==> src/rtl/rsam_pkg.sv <==
`default_nettype none
package rsam_pkg;

  localparam int unsigned NUM_INPUTS = 14;
  localparam int unsigned ADDR_W     = 8;
  localparam int unsigned DATA_W     = 8;
  localparam int unsigned LOW_W      = 8;
  localparam int unsigned HIGH_W     = 6;

  localparam logic [7:0] ADDR_MASK_LOW  = 8'h30;
  localparam logic [7:0] ADDR_MASK_HIGH = 8'h31;

  localparam logic [7:0] RST_MASK_LOW   = 8'hff;
  localparam logic [5:0] RST_MASK_HIGH  = 6'h3f;

  localparam logic [1:0] HIGH_PAD       = 2'h0;
  localparam logic [7:0] RD_IDLE        = 8'h00;

  typedef struct packed {
    logic       wr;
    logic       rd;
    logic [7:0] addr;
    logic [7:0] wdata;
  } rsam_req_t;

  typedef struct packed {
    logic [7:0] rdata;
    logic       hit;
  } rsam_rsp_t;

endpackage
`default_nettype wire

==> src/rtl/rsam_bit_gate.sv <==
`timescale 1ns/1ps
`default_nettype none
module rsam_bit_gate #(
  parameter int unsigned W = 14
) (
  input  wire logic [W-1:0] i_valid,
  input  wire logic [W-1:0] i_allow,
  output logic      [W-1:0] o_rank_ok
);
  // an input enters ranking only when monitored valid and allowed
  assign o_rank_ok = i_valid & i_allow;
endmodule
`default_nettype wire

==> src/rtl/rsam_top.sv <==
`timescale 1ns/1ps
`default_nettype none
module rsam_top #(
  parameter int unsigned N = rsam_pkg::NUM_INPUTS
) (
  input  wire logic                      i_clk,
  input  wire logic                      i_arst_n,
  input  wire logic                      i_ce,
  input  wire rsam_pkg::rsam_req_t       i_req,
  input  wire logic [N-1:0]              i_src_valid,
  output logic      [rsam_pkg::DATA_W-1:0] o_rdata,
  output logic                           o_rvalid,
  output logic      [N-1:0]              o_allow_mask,
  output logic      [N-1:0]              o_rank_ok
);

  ////////////////////////////////////////////////////////////////////////////
  // reset release
  logic [1:0] rst_sync_r;
  logic       rst_n;

  always_ff @(posedge i_clk or negedge i_arst_n) begin
    if (!i_arst_n) begin
      rst_sync_r <= 2'h0;
    end else begin
      rst_sync_r <= {rst_sync_r[0], 1'b1};
    end
  end
  assign rst_n = rst_sync_r[1];

  ////////////////////////////////////////////////////////////////////////////
  // mask registers
  logic [rsam_pkg::LOW_W-1:0]  mask_low_r;
  logic [rsam_pkg::HIGH_W-1:0] mask_high_r;
  logic                        wr_low;
  logic                        wr_high;

  assign wr_low  = i_req.wr && (i_req.addr == rsam_pkg::ADDR_MASK_LOW);
  assign wr_high = i_req.wr && (i_req.addr == rsam_pkg::ADDR_MASK_HIGH);

  always_ff @(posedge i_clk or negedge rst_n) begin
    if (!rst_n) begin
      mask_low_r <= rsam_pkg::RST_MASK_LOW;
    end else if (i_ce && wr_low) begin
      mask_low_r <= i_req.wdata;
    end
  end

  always_ff @(posedge i_clk or negedge rst_n) begin
    if (!rst_n) begin
      mask_high_r <= rsam_pkg::RST_MASK_HIGH;
    end else if (i_ce && wr_high) begin
      mask_high_r <= i_req.wdata[rsam_pkg::HIGH_W-1:0];
    end
  end

  ////////////////////////////////////////////////////////////////////////////
  // read path
  rsam_pkg::rsam_rsp_t rsp;

  always_comb begin
    rsp.hit   = 1'b1;
    rsp.rdata = rsam_pkg::RD_IDLE;
    case (i_req.addr)
      rsam_pkg::ADDR_MASK_LOW:  rsp.rdata = mask_low_r;
      rsam_pkg::ADDR_MASK_HIGH: rsp.rdata = {rsam_pkg::HIGH_PAD, mask_high_r};
      default:                  rsp.hit   = 1'b0;
    endcase
  end

  always_ff @(posedge i_clk or negedge rst_n) begin
    if (!rst_n) begin
      o_rdata  <= rsam_pkg::RD_IDLE;
      o_rvalid <= 1'b0;
    end else if (i_ce) begin
      o_rvalid <= i_req.rd;
      o_rdata  <= (i_req.rd && rsp.hit) ? rsp.rdata : rsam_pkg::RD_IDLE;
    end
  end

  ////////////////////////////////////////////////////////////////////////////
  // ranking qualification
  logic [N-1:0] allow;
  logic [N-1:0] rank_ok;

  assign allow = {mask_high_r, mask_low_r};

  rsam_bit_gate #(
    .W (N)
  ) u_gate (
    .i_valid   (i_src_valid),
    .i_allow   (allow),
    .o_rank_ok (rank_ok)
  );

  always_ff @(posedge i_clk or negedge rst_n) begin
    if (!rst_n) begin
      o_allow_mask <= '0;
      o_rank_ok    <= '0;
    end else if (i_ce) begin
      o_allow_mask <= allow;
      o_rank_ok    <= rank_ok;
    end
  end

  ////////////////////////////////////////////////////////////////////////////
  // checks
  property p_block_masked;
    @(posedge i_clk) disable iff (!rst_n)
    (i_ce && !allow[0]) |=> !o_rank_ok[0];
  endproperty
  a_block_masked: assert property (p_block_masked) else $error("masked input ranked");

  property p_pass_allowed;
    @(posedge i_clk) disable iff (!rst_n)
    (i_ce && allow[N-1] && i_src_valid[N-1]) |=> o_rank_ok[N-1];
  endproperty
  a_pass_allowed: assert property (p_pass_allowed) else $error("allowed input dropped");

  property p_low_write;
    @(posedge i_clk) disable iff (!rst_n)
    (i_ce && wr_low) |=> (mask_low_r == $past(i_req.wdata));
  endproperty
  a_low_write: assert property (p_low_write) else $error("low mask not written");

  property p_high_write;
    @(posedge i_clk) disable iff (!rst_n)
    (i_ce && wr_high) |=> (mask_high_r == $past(i_req.wdata[rsam_pkg::HIGH_W-1:0]));
  endproperty
  a_high_write: assert property (p_high_write) else $error("high mask not written");

  property p_high_pad;
    @(posedge i_clk) disable iff (!rst_n)
    (i_ce && i_req.rd && i_req.addr == rsam_pkg::ADDR_MASK_HIGH) |=>
      (o_rdata[rsam_pkg::DATA_W-1:rsam_pkg::HIGH_W] == rsam_pkg::HIGH_PAD);
  endproperty
  a_high_pad: assert property (p_high_pad) else $error("unused bits not zero");

  property p_bit_map;
    @(posedge i_clk) disable iff (!rst_n)
    i_ce |=> (o_allow_mask[rsam_pkg::LOW_W] == $past(mask_high_r[0]) &&
              o_allow_mask[0] == $past(mask_low_r[0]));
  endproperty
  a_bit_map: assert property (p_bit_map) else $error("mask bit order wrong");

  property p_hold_mask;
    @(posedge i_clk) disable iff (!rst_n)
    !(wr_low && i_ce) |=> $stable(mask_low_r);
  endproperty
  a_hold_mask: assert property (p_hold_mask) else $error("low mask changed unwritten");

  property p_read_low;
    @(posedge i_clk) disable iff (!rst_n)
    (i_ce && i_req.rd && i_req.addr == rsam_pkg::ADDR_MASK_LOW) |=>
      (o_rvalid && o_rdata == $past(mask_low_r));
  endproperty
  a_read_low: assert property (p_read_low) else $error("low readback wrong");

  property p_hold_high;
    @(posedge i_clk) disable iff (!rst_n)
    !(wr_high && i_ce) |=> $stable(mask_high_r);
  endproperty
  a_hold_high: assert property (p_hold_high) else $error("high mask changed unwritten");

  property p_read_high;
    @(posedge i_clk) disable iff (!rst_n)
    (i_ce && i_req.rd && i_req.addr == rsam_pkg::ADDR_MASK_HIGH) |=>
      (o_rvalid && o_rdata == {rsam_pkg::HIGH_PAD, $past(mask_high_r)});
  endproperty
  a_read_high: assert property (p_read_high) else $error("high readback wrong");

  // unmapped addresses answer zero and never touch the mask
  property p_read_miss;
    @(posedge i_clk) disable iff (!rst_n)
    (i_ce && i_req.rd && i_req.addr != rsam_pkg::ADDR_MASK_LOW &&
      i_req.addr != rsam_pkg::ADDR_MASK_HIGH) |=> (o_rvalid && o_rdata == rsam_pkg::RD_IDLE);
  endproperty
  a_read_miss: assert property (p_read_miss) else $error("unmapped read not zero");

  property p_write_miss;
    @(posedge i_clk) disable iff (!rst_n)
    (i_ce && i_req.wr && i_req.addr != rsam_pkg::ADDR_MASK_LOW &&
      i_req.addr != rsam_pkg::ADDR_MASK_HIGH) |=> ($stable(mask_low_r) && $stable(mask_high_r));
  endproperty
  a_write_miss: assert property (p_write_miss) else $error("unmapped write landed");

  property p_rvalid_pulse;
    @(posedge i_clk) disable iff (!rst_n)
    (i_ce && !i_req.rd) |=> !o_rvalid;
  endproperty
  a_rvalid_pulse: assert property (p_rvalid_pulse) else $error("read valid without read");

  // a low clock enable must hold both mask registers and every output register
  property p_freeze;
    @(posedge i_clk) disable iff (!rst_n)
    !i_ce |=> ($stable(mask_low_r) && $stable(mask_high_r) && $stable(o_rvalid) &&
      $stable(o_rdata) && $stable(o_allow_mask) && $stable(o_rank_ok));
  endproperty
  a_freeze: assert property (p_freeze) else $error("state moved with enable low");

  property p_rank_map;
    @(posedge i_clk) disable iff (!rst_n)
    i_ce |=> (o_rank_ok == ($past(i_src_valid) & $past(allow)));
  endproperty
  a_rank_map: assert property (p_rank_map) else $error("ranking set wrong");

  property p_top_masked;
    @(posedge i_clk) disable iff (!rst_n)
    (i_ce && !allow[N-1]) |=> !o_rank_ok[N-1];
  endproperty
  a_top_masked: assert property (p_top_masked) else $error("masked top input ranked");

  property p_top_bit;
    @(posedge i_clk) disable iff (!rst_n)
    i_ce |=> (o_allow_mask[N-1] == $past(mask_high_r[rsam_pkg::HIGH_W-1]));
  endproperty
  a_top_bit: assert property (p_top_bit) else $error("top input bit misplaced");

  property p_low_top_bit;
    @(posedge i_clk) disable iff (!rst_n)
    i_ce |=> (o_allow_mask[rsam_pkg::LOW_W-1] == $past(mask_low_r[rsam_pkg::LOW_W-1]));
  endproperty
  a_low_top_bit: assert property (p_low_top_bit) else $error("low top bit misplaced");

endmodule
`default_nettype wire

==> config.mk <==
export PLATFORM = sky130hd
export DESIGN_NAME = rsam_top
export DESIGN_NICKNAME = d
export VERILOG_FILES = /design/src/rtl/rsam_pkg.sv /design/src/rtl/rsam_bit_gate.sv /design/src/rtl/rsam_top.sv
export SDC_FILE = /design/constraint.sdc
export NUM_CORES = 1
export LEC_CHECK = 0
export BUFFER_PORTS_ARGS = -buffer_cell sky130_fd_sc_hd__buf_2
export CAP_MARGIN = 20
export CORE_MARGIN = 3
export CORE_UTILIZATION = 44
export DETAILED_ROUTE_END_ITERATION = 8
export PLACE_DENSITY = 0.86
export SETUP_SLACK_MARGIN = 0.3
export SYNTH_ARGS = -nofsm -noshare
export SYNTH_HDL_FRONTEND = slang
export SYNTH_SLANG_ARGS = --single-unit
==> constraint.sdc <==
create_clock -name i_clk -period 1.6 [get_ports i_clk]
set_clock_uncertainty 0.1 [all_clocks]
set_input_delay 0.16 -clock i_clk [delete_from_list [all_inputs] [get_ports i_clk]]
set_output_delay 0.16 -clock i_clk [all_outputs]
set_load 0.02 [all_outputs]
==> impl_metrics.py <==
metrics = {
    "global_routing": {
        "grt.overflow.total": 0,
        "antenna_found_initial": 0,
        "grtUsageTotal_pct": 16.5,
        "grt_pass1_vias": 1527,
        "grt_start_max_net_pins": 52,
        "grt_pass1_wl_um": 7030,
    },
    "route": {
        "post-route-drc-count": 0,
        "wl_um": 4660,
        "drt_pass1_iterations": 4,
        "vias": 1546,
        "wire_per_inst_um": 15.3,
        "dr.first_iter.drc_count": 35,
        "vias_per_cell": 5.07,
        "ant_nets": 0,
    },
    "clock_tree": {
        "tritoncts": "done",
        "clk_latency_ps": 300,
        "path_clk_slew_ps": 90,
        "cts_buffers": 5,
        "root_buffer": "clkbuf_8",
        "clkSinkCount": 53,
        "cts_max_level": 2,
        "cts.path.max_buffers": 2,
    },
    "synth": {
        "yosysWarnings": 0,
        "yosys.area.top_type": "dfrtp_1",
        "synth_cells": 156,
        "syn_area_sq_um": 2120,
        "synth_top_area_share_pct": 46.1,
        "ys_seq_area_share_pct": 63.5,
        "synthTopCellsByArea": "dfrtp_1 46%, dfstp_2 17%, mux2_2 15%",
        "ys_types": 22,
        "synth-seq-cells": 53,
        "syn_nets": 191,
        "syn_area_per_cell_sq_um": 13.6,
    },
    "worst_setup_path": {
        "cp_slowest_cell": "or4b_4",
        "startpoint_type": "input pin",
        "arrival_ps": 1430,
        "path_class": "in2reg",
        "worstPathRequired_ps": 1730,
        "crit_path_end_kind": "register",
        "crit_top_cell": "buf_6",
        "path_max_fanout": 5,
        "max_stage_delay_ps": 550,
        "worstPathCellList": "buf_6 -> or4b_4 -> nor3_4 -> buf_6 -> mux2_4",
    },
    "sta": {
        "finalCritPeriodShare_pct": 81.2,
        "setup_viol": 0,
        "hold_ws_ps": 2.96,
        "tns_ps": 0,
        "rsz0062_at_grt": "yes",
        "fmax_ghz": 0.770,
        "hold_violations": 0,
        "drv_slew": 0,
        "finalCriticalPeriod_ps": 1300,
    },
    "floorplanning": {
        "rows": 24,
        "die_area_sq_um": 5680,
        "die_x_um": 75.4,
        "io_pins": 72,
        "core_sq_um": 4500,
        "initial_core_util_pct": 47.0,
        "fp.dieH_um": 75.4,
    },
    "pwr": {
        "power_density_nw_per_um2": 819,
        "max-vdd-ir-drop_v": 0.000513,
        "power_leakage_nw": 1.46,
    },
    "cells_and_area": {
        "diodes": 0,
        "area_growth_pct": 35.6,
        "layout.nets": 287,
        "layout-drive-gt1-share_pct": 53.4,
    },
    "hold_path": {
        "worstHoldPathType": "in2reg",
    },
    "flow_run": {
        "max-cap-violations": 0,
    },
    "placement": {
        "dp_hpwl_um": 3260,
        "gp_congestion": 0.695,
        "port_buffers": 71,
    },
    "run_status": {
        "status": "complete, no violations",
    },
}
-- registers in the layout (all words and copies together), names as in the netlist --
| signal | count |
|---|---|
| o_rdata | 8 |
| o_rvalid | 1 |
| o_rank_ok | 14 |
| mask_low_r | 8 |
| mask_high_r | 6 |
| o_allow_mask | 14 |
| rst_sync_r | 2 |
-- power breakdown --
part           internal (mW)  total, mW  leakage, nW  switching (mW)
Combinational          0.119      0.242        0.741           0.123
Clock                  0.312      0.711       0.0395           0.399
Sequential              1.38       1.40        0.680          0.0209
Total                   1.81       2.35         1.46           0.543
-- final timing paths --
check	from	to	slack, ps	depth (start not counted)
worst min-delay path	i_src_valid[10]	o_rank_ok[10]$_DFFE_PN0P_	3	3
worst max register to register	mask_high_r[3]$_DFFE_PN1P_	o_rdata[3]$_DFFE_PN0P_	650	2
max in group asynchronous	rst_sync_r[1]$_DFF_PN0_	mask_low_r[6]$_DFFE_PN1P_	960	1
worst min register to register	rst_sync_r[1]$_DFF_PN0_	o_rdata[2]$_DFFE_PN0P_	140	1
worst max-delay path	i_req[10]	mask_high_r[0]$_DFFE_PN1P_	300	5
min in group asynchronous	i_arst_n	rst_sync_r[1]$_DFF_PN0_	70	2
-- through the flow --
stage | instance area [sq um] | utilization [%] | total power [mW] | cells | worst slack (ps)
floorplan | 2150 | - | 1.53 | 156 | 131
global placement | 2610 | 57.9 | 1.63 | 281 | -68.0
detailed placement | 2610 | 57.9 | 1.64 | 281 | -104
CTS | 2860 | 63.5 | 2.37 | 304 | 249
global route | 2870 | 63.7 | 2.46 | 305 | 271
finish | 2870 | 63.7 | 2.35 | 305 | 301
-- per-layer routing --
| layer | GRT usage, % | part of all wire [%] | up-vias |
|---|---|---|---|
| li1 | - | - | 741 |
| met1 | 19.8 | 43 | 752 |
| met2 | 28.6 | 51 | 51 |
| met3 | 5.94 | 6.3 | 2 |
| met4 | 3.50 | 0.21 | 0 |
| met5 | 0 | 0 | - |
-- cell usage after synthesis (all sizes together) --
master	number
o21ai	14
nand4bb	1
buf	4
nor2	1
a32o	2
nand4b	1
mux2	29
inv	15
dfrtp	39
or4b	1
nor3	1
conb	1
nor4b	1
clkbuf	2
o2bb2ai	6
nand2	1
and4bb	1
nand3	15
nor2b	1
dfstp	14
mux2i	6
-- critical path: cells and delay by family --
kind | cells | cell delay, ps
AND/OR/NAND/NOR | 2 | 710
buffers and inverters | 2 | 250
multiplexers | 1 | 300
-- cell usage in the layout (no fill, tap or decap), types with 2 or more instances in the layout --
master and instances:
buf_2 70, dfrtp_1 38, mux2_2 22, inv_1 15
nand3_1 15, o21ai_0 14, dfstp_2 14, dlygate4sd3_1 13
buf_4 9, mux2_4 7, mux2i_1 6, o2bb2ai_1 6
clkbuf_8 5, clkbuf_1 3, a32o_1 2, buf_6 2
-- layout make-up --
class	count	area, sq um
clock buffer	8	80.1
multi-input combinational	82	734
tap	52	65.1
inverter	15	56.3
sequential	53	1350
timing repair buffer	95	591
fill	351	1630
-- cell families (layout without fill, tap and decap cells) --
family / count (synthesis) / count (layout) / synth area share (%)
other: 1 / 1 / 0.177
AND/OR/NAND/NOR: 24 / 24 / 7.56
AO/OA/AOI/OAI: 22 / 22 / 6.74
flip-flops: 53 / 53 / 63.5
buffers and inverters: 21 / 118 / 3.78
multiplexers: 35 / 35 / 18.3
-- what timing repair did --
action	4_1_cts	5_1_grt
setup endpoints to repair	6	6
buffers inserted	3	0
pin swaps	2	1
endpoints found under the hold margin	13	1
hold buffers	12	1
gates resized for setup	8	0
(Power assumes the default switching activity.)
